### src/rtl/rbt_pkg.sv
// Contract
// - Each capture clock rising edge loads its own port into its register.
// - Capture happens regardless of enables and selects, even while driving.
// - Source select low picks live opposite port, high picks stored data.
// - Switching between live and stored data never glitches the driven port.
// - A-to-B enable high drives B; low B-to-A enable drives A; else isolation.
// - Both enables high, A-to-B select low: B follows live A.
// - Both enables high, A-to-B select high: B shows the A-to-B register.
// - Both enables low, B-to-A select low: A follows live B.
// - Both enables low, B-to-A select high: A shows the B-to-A register.
// - Both ports driven with stored data when both selects high and enabled.
// - A driving B in real time: both captures load the A value.
// - B driving A in real time: both captures load the B value.
// - Both real-time and both enabled: ports reinforce and hold last value.
// - Data path is eight identical bit slices sharing all controls.
package rbt_pkg;

    localparam int DATA_W    = 8;
    localparam int ADDR_W    = 12;
    localparam int LOG_DEPTH = 8;

    // Register byte addresses
    localparam logic [ADDR_W-1:0] CTRL_OFS  = 12'h000;
    localparam logic [ADDR_W-1:0] STORE_OFS = 12'h004;
    localparam logic [ADDR_W-1:0] LIVE_OFS  = 12'h008;
    localparam logic [ADDR_W-1:0] LOG_OFS   = 12'h00C;
    localparam logic [ADDR_W-1:0] STAT_OFS  = 12'h010;

    // Field positions inside read words
    localparam int HI_LSB        = 8;
    localparam int LOG_VALID_BIT = 31;
    localparam int STAT_OVF_BIT  = 0;
    localparam int STAT_CNT_LSB  = 8;

    // Control word, low bit first: drive enables then source selects
    typedef struct packed {
        logic b_to_a_source_select;
        logic a_to_b_source_select;
        logic ba_en_n;
        logic ab_en;
    } rbt_ctrl_type;

    localparam int           CTRL_W     = $bits(rbt_ctrl_type);
    localparam rbt_ctrl_type CTRL_RESET = 4'h2;

    // One capture log entry
    typedef struct packed {
        logic              ba_hit;
        logic              ab_hit;
        logic [DATA_W-1:0] b;
        logic [DATA_W-1:0] a;
    } rbt_log_type;

    localparam int LOG_W     = $bits(rbt_log_type);
    localparam int LOG_CNT_W = $clog2(LOG_DEPTH + 1);

    typedef enum logic {APB_IDLE, APB_ACK} rbt_apb_type;

endpackage

### src/rtl/rbt_fifo.sv
// Capture log queue, full and empty derived from an exact count
module rbt_fifo
    import rbt_pkg::*;
#(
    parameter int W     = LOG_W,
    parameter int DEPTH = LOG_DEPTH
) (
    input  wire logic                         pclk,      // Clock
    input  wire logic                         presetn,   // Async reset, low
    input  wire logic                         in_valid,  // Push request
    output      logic                         in_ready,  // Room for a word
    input  wire logic [W-1:0]                 in_data,   // Word pushed
    output      logic                         out_valid, // Word waiting
    input  wire logic                         out_ready, // Pop request
    output      logic [W-1:0]                 out_data,  // Head word
    output      logic [$clog2(DEPTH+1)-1:0]   count      // Words held
);
    localparam int PW = (DEPTH > 1) ? $clog2(DEPTH) : 1;
    localparam int CW = $clog2(DEPTH + 1);

    typedef struct packed {
        logic [DEPTH-1:0][W-1:0] mem;
        logic [PW-1:0]           wp;
        logic [PW-1:0]           rp;
        logic [CW-1:0]           cnt;
    } rbt_fifo_st_type;

    rbt_fifo_st_type st_r;
    rbt_fifo_st_type st_nxt;
    logic            push;
    logic            pop;

    // Handshake flags come from the count only
    assign in_ready  = (st_r.cnt != CW'(DEPTH));
    assign out_valid = (st_r.cnt != '0);
    assign out_data  = st_r.mem[st_r.rp];
    assign count     = st_r.cnt;
    assign push      = in_valid && in_ready;
    assign pop       = out_valid && out_ready;

    // Pointer and count update, simultaneous push and pop keep the count
    always_comb begin
        st_nxt = st_r;
        if (push) begin
            st_nxt.mem[st_r.wp] = in_data;
            st_nxt.wp = (st_r.wp == PW'(DEPTH - 1)) ? '0 : st_r.wp + PW'(1);
        end
        if (pop) begin
            st_nxt.rp = (st_r.rp == PW'(DEPTH - 1)) ? '0 : st_r.rp + PW'(1);
        end
        if (push && !pop) begin
            st_nxt.cnt = st_r.cnt + CW'(1);
        end else if (pop && !push) begin
            st_nxt.cnt = st_r.cnt - CW'(1);
        end
    end

    always_ff @(posedge pclk or negedge presetn) begin
        if (!presetn) begin
            st_r <= '0;
        end else begin
            st_r <= st_nxt;
        end
    end

endmodule // rbt_fifo

### src/rtl/rbt_top.sv
// Registered two-way bus transceiver with APB control
//
// The implementer's own choices: the register offsets and register access over APB.
module rbt_top
    import rbt_pkg::*;
(
    input  wire logic              pclk,                 // 25 MHz clock
    input  wire logic              presetn,              // Async reset, low
    input  wire logic              psel,                 // APB select
    input  wire logic              penable,              // APB enable
    input  wire logic              pwrite,               // APB direction
    input  wire logic [ADDR_W-1:0] paddr,                // APB byte address
    input  wire logic [31:0]       pwdata,               // APB write data
    output      logic              pready,               // APB ready
    output      logic [31:0]       prdata,               // APB read data
    output      logic              pslverr,              // APB error
    input  wire logic              a_side_capture_clock, // A capture pin
    input  wire logic              b_side_capture_clock, // B capture pin
    input  wire logic [DATA_W-1:0] a_in,                 // A port level
    output      logic [DATA_W-1:0] a_out,                // A port drive
    output      logic              a_oe,                 // A drive on
    input  wire logic [DATA_W-1:0] b_in,                 // B port level
    output      logic [DATA_W-1:0] b_out,                // B port drive
    output      logic              b_oe,                 // B drive on
    output      logic              log_ready             // Log has room
);

    // Everything that resets lives here
    typedef struct packed {
        rbt_apb_type       ph;
        logic              pready;
        logic              pslverr;
        logic [31:0]       prdata;
        rbt_ctrl_type      ctl;
        logic              ovf;
        logic              log_ready;
        logic [DATA_W-1:0] a_m;
        logic [DATA_W-1:0] a_s;
        logic [DATA_W-1:0] b_m;
        logic [DATA_W-1:0] b_s;
        logic [1:0]        cab;
        logic [1:0]        cba;
        logic              cab_d;
        logic              cba_d;
        logic [DATA_W-1:0] hold;
        logic [DATA_W-1:0] a_out;
        logic [DATA_W-1:0] b_out;
        logic              a_oe;
        logic              b_oe;
    } rbt_state_type;

    // Capture registers, kept apart because they never reset
    typedef struct packed {
        logic [DATA_W-1:0] ab;
        logic [DATA_W-1:0] ba;
    } rbt_store_type;

    rbt_state_type     s_r;
    rbt_state_type     s_nxt;
    rbt_store_type     d_r;
    rbt_store_type     d_nxt;

    logic              ab_edge;
    logic              ba_edge;
    logic              ab_rt;
    logic              ba_rt;
    logic              hold_mode;
    logic              addr_hit;
    logic [31:0]       rd_word;
    logic [DATA_W-1:0] a_sl;
    logic [DATA_W-1:0] b_sl;
    logic [DATA_W-1:0] ab_src;
    logic [DATA_W-1:0] ba_src;

    rbt_log_type       log_in;
    logic              log_push;
    logic              log_room;
    rbt_log_type       log_head;
    logic              log_valid;
    logic              log_pop;
    logic [LOG_CNT_W-1:0] log_cnt;

    // Outputs straight from flops
    assign pready    = s_r.pready;
    assign prdata    = s_r.prdata;
    assign pslverr   = s_r.pslverr;
    assign a_out     = s_r.a_out;
    assign a_oe      = s_r.a_oe;
    assign b_out     = s_r.b_out;
    assign b_oe      = s_r.b_oe;
    assign log_ready = s_r.log_ready;

    // Edges seen on the second sync stage against its delayed copy
    assign ab_edge = s_r.cab[1] && !s_r.cab_d;
    assign ba_edge = s_r.cba[1] && !s_r.cba_d;

    // Real-time drive configurations
    assign ab_rt     = s_r.ctl.ab_en && !s_r.ctl.a_to_b_source_select;
    assign ba_rt     = !s_r.ctl.ba_en_n && !s_r.ctl.b_to_a_source_select;
    assign hold_mode = ab_rt && ba_rt;

    // A port driven live from B makes B the true value on both buses
    assign ab_src = (ba_rt && !ab_rt) ? s_r.b_s : s_r.a_s;
    assign ba_src = ab_rt ? s_r.a_s : s_r.b_s;

    // Per-bit output multiplexer, every slice shares the same controls
    genvar gi;
    generate
        for (gi = 0; gi < DATA_W; gi++) begin : g_slice
            assign b_sl[gi] = hold_mode ? s_r.hold[gi] :
                              (s_r.ctl.a_to_b_source_select ? d_r.ab[gi] : s_r.a_s[gi]);
            assign a_sl[gi] = hold_mode ? s_r.hold[gi] :
                              (s_r.ctl.b_to_a_source_select ? d_r.ba[gi] : s_r.b_s[gi]);
        end
    endgenerate

    // Log entry for every capture edge
    assign log_in.ba_hit = ba_edge;
    assign log_in.ab_hit = ab_edge;
    assign log_in.b      = ba_src;
    assign log_in.a      = ab_src;
    assign log_push      = ab_edge || ba_edge;

    // Head word leaves only at the completing edge of a log read
    assign log_pop = (s_r.ph == APB_ACK) && psel && !pwrite &&
                     (paddr == LOG_OFS);

    rbt_fifo #(
        .W     (LOG_W),
        .DEPTH (LOG_DEPTH)
    ) u_log (
        .pclk      (pclk),
        .presetn   (presetn),
        .in_valid  (log_push),
        .in_ready  (log_room),
        .in_data   (log_in),
        .out_valid (log_valid),
        .out_ready (log_pop),
        .out_data  (log_head),
        .count     (log_cnt)
    );

    // Address decode and read word
    always_comb begin
        addr_hit = 1'b1;
        rd_word  = '0;
        case (paddr)
            CTRL_OFS: begin
                rd_word[CTRL_W-1:0] = s_r.ctl;
            end
            STORE_OFS: begin
                rd_word[DATA_W-1:0]         = d_r.ab;
                rd_word[HI_LSB +: DATA_W]   = d_r.ba;
            end
            LIVE_OFS: begin
                rd_word[DATA_W-1:0]         = s_r.a_s;
                rd_word[HI_LSB +: DATA_W]   = s_r.b_s;
            end
            LOG_OFS: begin
                rd_word[LOG_W-1:0]          = log_valid ? log_head : '0;
                rd_word[LOG_VALID_BIT]      = log_valid;
            end
            STAT_OFS: begin
                rd_word[STAT_OVF_BIT]              = s_r.ovf;
                rd_word[STAT_CNT_LSB +: LOG_CNT_W] = log_cnt;
            end
            default: begin
                addr_hit = 1'b0;
            end
        endcase
    end

    // Next state of the whole block
    always_comb begin
        s_nxt = s_r;

        // Two-stage synchronisers on every bus and capture pin; APB inputs are not synchronised
        s_nxt.a_m   = a_in;
        s_nxt.a_s   = s_r.a_m;
        s_nxt.b_m   = b_in;
        s_nxt.b_s   = s_r.b_m;
        s_nxt.cab   = {s_r.cab[0], a_side_capture_clock};
        s_nxt.cba   = {s_r.cba[0], b_side_capture_clock};
        s_nxt.cab_d = s_r.cab[1];
        s_nxt.cba_d = s_r.cba[1];

        // Latch keeps whatever the A bus shows, so the loop reinforces it
        s_nxt.hold = s_r.a_s;

        // Registered mux outputs cannot glitch between live and stored
        s_nxt.a_out = a_sl;
        s_nxt.b_out = b_sl;
        s_nxt.a_oe  = !s_r.ctl.ba_en_n;
        s_nxt.b_oe  = s_r.ctl.ab_en;

        // Full queue drops the entry but capture itself still happens
        s_nxt.log_ready = log_room;
        if (log_push && !log_room) begin
            s_nxt.ovf = 1'b1;
        end

        // APB: one wait state, write committed at the completing edge
        s_nxt.pready  = 1'b0;
        s_nxt.pslverr = 1'b0;
        case (s_r.ph)
            APB_IDLE: begin
                if (psel && penable) begin
                    s_nxt.ph      = APB_ACK;
                    s_nxt.pready  = 1'b1;
                    s_nxt.pslverr = !addr_hit;
                    s_nxt.prdata  = pwrite ? '0 : rd_word;
                end
            end
            APB_ACK: begin
                s_nxt.ph = APB_IDLE;
                if (psel && pwrite && paddr == CTRL_OFS) begin
                    s_nxt.ctl = rbt_ctrl_type'(pwdata[CTRL_W-1:0]);
                end
                // Overflow clears on a written one, a new drop wins
                if (psel && pwrite && paddr == STAT_OFS &&
                    pwdata[STAT_OVF_BIT] && !(log_push && !log_room)) begin
                    s_nxt.ovf = 1'b0;
                end
            end
            default: begin
                s_nxt.ph = APB_IDLE;
            end
        endcase
    end

    // Capture registers load on their own edge, whatever drives the port
    always_comb begin
        d_nxt = d_r;
        if (ab_edge) begin
            d_nxt.ab = ab_src;
        end
        // Same-cycle edges under a stored select are left to outside timing
        if (ba_edge) begin
            d_nxt.ba = ba_src;
        end
    end

    always_ff @(posedge pclk or negedge presetn) begin
        if (!presetn) begin
            s_r     <= '0;
            s_r.ctl <= CTRL_RESET;
        end else begin
            s_r <= s_nxt;
        end
    end

    // No reset: power-up contents are whatever the flops wake with
    always_ff @(posedge pclk) begin
        d_r <= d_nxt;
    end

    // Checks on the data path

    a_cap_ab_load: assert property (@(posedge pclk) disable iff (!presetn)
        ab_edge && !(ba_rt && !ab_rt) |=> d_r.ab == $past(s_r.a_s))
        else $error("A-to-B register missed its capture");

    a_cap_ba_load: assert property (@(posedge pclk) disable iff (!presetn)
        ba_edge && !ab_rt |=> d_r.ba == $past(s_r.b_s))
        else $error("B-to-A register missed its capture");

    a_rt_ab_both: assert property (@(posedge pclk) disable iff (!presetn)
        ab_rt && ba_edge |=> d_r.ba == $past(s_r.a_s))
        else $error("B-to-A register did not take live A");

    a_rt_ba_both: assert property (@(posedge pclk) disable iff (!presetn)
        ba_rt && !ab_rt && ab_edge |=> d_r.ab == $past(s_r.b_s))
        else $error("A-to-B register did not take live B");

    a_isolation_off: assert property (@(posedge pclk) disable iff (!presetn)
        !s_r.ctl.ab_en && s_r.ctl.ba_en_n |=> !a_oe && !b_oe)
        else $error("Port driven during isolation");

    a_live_b_path: assert property (@(posedge pclk) disable iff (!presetn)
        ab_rt && !hold_mode |=> b_oe && b_out == $past(s_r.a_s))
        else $error("B port not following live A");

    a_stored_b_path: assert property (@(posedge pclk) disable iff (!presetn)
        s_r.ctl.ab_en && s_r.ctl.a_to_b_source_select |=> b_oe && b_out == $past(d_r.ab))
        else $error("B port not showing stored A data");

    a_live_a_path: assert property (@(posedge pclk) disable iff (!presetn)
        ba_rt && !hold_mode |=> a_oe && a_out == $past(s_r.b_s))
        else $error("A port not following live B");

    a_stored_a_path: assert property (@(posedge pclk) disable iff (!presetn)
        !s_r.ctl.ba_en_n && s_r.ctl.b_to_a_source_select |=> a_oe && a_out == $past(d_r.ba))
        else $error("A port not showing stored B data");

    a_dual_stored: assert property (@(posedge pclk) disable iff (!presetn)
        s_r.ctl == 4'hD ##1 s_r.ctl == 4'hD |=>
        a_oe && b_oe && a_out == $past(d_r.ba) && b_out == $past(d_r.ab))
        else $error("Dual stored drive broken");

    a_hold_loop: assert property (@(posedge pclk) disable iff (!presetn)
        hold_mode |=> a_oe && b_oe && a_out == b_out && a_out == $past(s_r.hold))
        else $error("Bus hold loop not reinforcing");

    // Mux, enable and storage checks; stored-source checks need one capture since power-up

    a_sel_live_b: assert property (@(posedge pclk) disable iff (!presetn)
        !hold_mode && !s_r.ctl.a_to_b_source_select |=> b_out == $past(s_r.a_s))
        else $error("B drive not taken from live A");

    a_sel_live_a: assert property (@(posedge pclk) disable iff (!presetn)
        !hold_mode && !s_r.ctl.b_to_a_source_select |=> a_out == $past(s_r.b_s))
        else $error("A drive not taken from live B");

    a_sel_stored_b: assert property (@(posedge pclk) disable iff (!presetn)
        !hold_mode && s_r.ctl.a_to_b_source_select |=> b_out == $past(d_r.ab))
        else $error("B drive not taken from stored A");

    a_sel_stored_a: assert property (@(posedge pclk) disable iff (!presetn)
        !hold_mode && s_r.ctl.b_to_a_source_select |=> a_out == $past(d_r.ba))
        else $error("A drive not taken from stored B");

    a_glitch_b: assert property (@(posedge pclk) disable iff (!presetn)
        !hold_mode && d_r.ab == s_r.a_s |=> b_out == $past(s_r.a_s))
        else $error("B drive moved although both sources agree");

    a_glitch_a: assert property (@(posedge pclk) disable iff (!presetn)
        !hold_mode && d_r.ba == s_r.b_s |=> a_out == $past(s_r.b_s))
        else $error("A drive moved although both sources agree");

    a_drive_enables: assert property (@(posedge pclk) disable iff (!presetn)
        1'b1 |=> a_oe == !$past(s_r.ctl.ba_en_n) && b_oe == $past(s_r.ctl.ab_en))
        else $error("Drive enables do not follow control");

    a_ab_keep: assert property (@(posedge pclk) disable iff (!presetn)
        ab_edge ##1 !ab_edge |=> d_r.ab == $past(d_r.ab))
        else $error("A-to-B register changed without its edge");

    a_ba_keep: assert property (@(posedge pclk) disable iff (!presetn)
        ba_edge ##1 !ba_edge |=> d_r.ba == $past(d_r.ba))
        else $error("B-to-A register changed without its edge");

    a_log_overflow: assert property (@(posedge pclk) disable iff (!presetn)
        log_push && !log_room |=> s_r.ovf)
        else $error("Dropped capture entry not flagged");

endmodule // rbt_top

### config.mk
export PLATFORM = sky130hd
export DESIGN_NAME = rbt_top
export DESIGN_NICKNAME = d
export VERILOG_FILES = /design/src/rtl/rbt_pkg.sv /design/src/rtl/rbt_fifo.sv /design/src/rtl/rbt_top.sv
export SDC_FILE = /design/constraint.sdc
export NUM_CORES = 1
export LEC_CHECK = 0
export ABC_AREA = 0
export ABC_CLOCK_PERIOD_IN_PS = 3400
export BUFFER_PORTS_ARGS = -buffer_cell sky130_fd_sc_hd__buf_2
export CAP_MARGIN = 20
export CORE_MARGIN = 2
export CORE_UTILIZATION = 38
export DETAILED_ROUTE_END_ITERATION = 10
export PLACE_DENSITY = 0.56
export SLEW_MARGIN = 20
export SYNTH_ARGS = -nofsm -noshare
export SYNTH_HDL_FRONTEND = slang
export SYNTH_SLANG_ARGS = --single-unit
### constraint.sdc
create_clock -name pclk -period 3.4 [get_ports pclk]
set_input_delay 0.51 -clock pclk [delete_from_list [all_inputs] [get_ports pclk]]
set_output_delay 0.51 -clock pclk [all_outputs]
set_load 0.005 [all_outputs]
==> results.md <==
- DR top layer: met4
- Total I/O pin count: between 100 and 150
- R2R cell count: 9
- Clk_lat worst skew: 540 ps
- Diodes inserted: 0
- Row count: 63
- Mapped Cells: 962
- Post-synth EDFFs: 16
- Area grow syn2layout: 14.05%
- Drt total wl: between 20,000 and 30,000 µm
- First-pass DRT Iterations: 6
- CTS hold repair buffers: 0
- Hold WS: -9.952 ps
- Final net count: 1,082
- Layout cell share with drive strength beyond 1: approximately 23%
- Max_slew headroom: approximately 34%
- Starting DRC count in detailed routing: roughly 510
- Max_cap viols: 0
- Post-synth ARST share: between 90% and 100%
- Dpl cell area: 0.01196 mm²
- Pwr dens: 751.7 mW/mm²
- Met3 Wirelength: about 1000 µm
- Die area: 0.03128 mm²
- DR vias: just over 7,000
- Vias in the first global route: around 7,300
- Average size of a mapped cell: 11.80 µm²
- Unrepaired setup endpoints after global routing: false
- DR vias/cell: 5.001
- Flops & latches, synth: roughly 260
- Largest net degree at the start of global routing: 90
- Max rail drop VDD: between 0.3 and 0.4 mV
- R2R Path Start: u_log.count[0]
- IO buf count: 78
- Clock Skews: 14.07 ps
- Final setup violating endpoints: 0
- CTS tree: done
- Setup bufs post-CTS: 0
- DIE WIDTH: approximately 180 µm
- Leakage Power: approximately 0.0056 µW
- Number of library cell types mapped by synthesis: 57
- Met2 WL: 12,460 µm
- Post-synth top flop: dfrtp_1
- Critical path class: reg -> reg
- Routed Antenna Nets: 0
- First-pass GRT wire length: a little over 40,000 µm
- DP HPWL: 17,640 µm
- Pins Over Slew Limit: 0
- Setup TNS: 0 ps
- CP startpoint kind: register
- Failing checks: negative hold slack
- H-tree levels: 1
- Non-Filler Cell Area, Final: 0.01295 mm²
- Num CTS Buffers: 27
- Initial antenna violation count: 0
- Initial core utilization: about two fifths
- DRC: 0
- Chip height: 176.9 µm
- Clk slew on worst S/H paths: about 60 ps
- Gpl congestion: between 0.7 and 0.8
- Overall Global Routing Usage: around 17%
- Crit. Startpoint: u_log.count[0]
- Min cycle time layout: about 2700 ps
- DR WL/cell: roughly 18 µm
- Max FO, Critical Path: 11
- Synth warn: 0
- GR Overflow Total: 0
- Fmax: 0.3645 GHz
- Root Driver: clkbuf_16
- Final period utilization: about four fifths
- Seq/Total Area, Yosys: between 50 and 60%
- CTS max path bufs: 3
- Crit end category: register
- Crit path DAT: around 3200 ps
- Status: complete, but fails checks
- Number of gates resized after CTS: 0
- Final Hold Violating Endpoints: 5
- Core area: around 0.030 mm²
- Cell area after synthesis: roughly 0.011 mm²
- Worst-margin pin slew: 957.5 ps
- CTS sink cnt: 261
- Worst hold path class: in -> async
- M1 WL: roughly 12,000 µm
- Critical path data required time: about 3900 ps
-- kinds of logic (layout without fill, tap and decap cells) --
logic type      count (synthesis)  in the layout  share of synthesized area (%)
flops                         261            261                          58.24
fa+ha+maj                       8              8                         0.9476
simple gates                  241            241                          9.818
mux                           109            109                          13.74
compound gates                208            208                          10.45
buf+inv                       131            185                          6.545
xor+xnor                        3              3                         0.2314
other cells                     1             13                        0.03303
-- worst max-delay path: stages, from the launching register on --
cell and delay [ps]:
dfrtp_1 470, or4b_4 650, a21boi_1 230, ha_1 240
inv_1 130, ha_1 250, a21o_1 170, a21oi_1 160
mux2i_1 240, xnor2_1 130
-- layer usage --
| layer | global-route usage [%] | vias to the layer above |
|---|---|---|
| li1 | - | 3416 |
| met1 | 23.74 | 3504 |
| met2 | 28.56 | 143 |
| met3 | 2.062 | 29 |
| met4 | 4.098 | 0 |
| met5 | 0 | - |
-- cells in the mapped netlist, drive strengths merged (2+ instances only) --
library cell,n,area share [%]
clkbuf,18,0.59
ha,7,0.77
xnor2,3,0.23
or4,2,0.20
o2111a,4,0.40
edfxtp,16,4.2
nand3,11,0.53
a31oi,2,0.11
a21o,2,0.13
buf,90,5.2
nor2b,7,0.39
dfrtp,244,54
nand2b,3,0.17
nor4bb,2,0.18
o21ai,91,4.0
and2,7,0.39
nor3,5,0.32
inv,23,0.76
nand4,3,0.17
mux2i,43,3.8
nand3b,10,0.66
o2111ai,4,0.53
a21oi,87,3.8
a222oi,8,0.71
nor2,84,2.8
mux4,34,6.8
mux2,32,3.2
nor4,3,0.30
nand2,97,3.2
o211ai,2,0.13
-- cells in the final DEF (no fill, tap or decap), types with 7 or more instances in the layout --
cell type    n
mux2_2      32
nand3_1     10
a21oi_1     87
nand3b_1    10
clkbuf_16   27
a222oi_1     8
buf_4       28
nor2b_1      7
clkbuf_8    10
conb_1      13
o21ai_1     11
mux2i_1     43
ha_1         7
and2_1       7
mux4_2      33
inv_1       23
nor2_1      84
dfrtp_1    243
nand2_1     96
buf_2       77
edfxtp_1    16
o21ai_0     80
-- stage by stage --
| step | total power [µW] | utilization, % | setup WS, ps | instances |
|---|---|---|---|---|
| global route | 10350 | 43.81 | 448.8 | 1418 |
| global placement | 6488 | 40.47 | 430.2 | 1368 |
| floorplan | 5989 | - | 625.1 | 974 |
| CTS | 9840 | 43.81 | 647.8 | 1418 |
| finish | 9735 | 43.81 | 656.5 | 1418 |
| detailed placement | 6595 | 40.47 | 398.1 | 1368 |
-- layout make-up --
| cell class | count | area (µm²) |
|---|---|---|
| Inverter | 23 | 86.33 |
| Timing Repair Buffer | 112 | 730.7 |
| Fill cell | 2762 | 16610 |
| Clock inverter | 11 | 166.4 |
| Tap cell | 390 | 488.0 |
| Sequential cell | 261 | 6614 |
| Clock buffer | 39 | 820.8 |
| Multi-Input combinational cell | 582 | 4044 |
-- state kept, by name, indices dropped and copies added (netlist names), 4 cells and up --
name / count
prdata: 19
u_log.st_r: 150
u_log.count: 4
b_out: 8
d_r: 16
s_nxt: 29
a_out: 8
s_r: 23
-- path summary, 6_finish.rpt --
kind                              endpoint  slack, ps
max reg2reg                 u_log.count[3]        660
max                         u_log.count[3]        660
min                              s_nxt[29]        -10
max in group asynchronous  u_log.st_r[103]       2560
min in group pclk                s_nxt[37]         80
min reg2reg                      s_nxt[27]        340
-- power breakdown --
| group | internal, µW | switching [µW] |
|---|---|---|
| clock | 1980 | 1230 |
| sequential | 4050 | 506 |
| combinational | 954 | 1010 |
| total | 6980 | 2750 |
(Power assumes the default switching activity.)
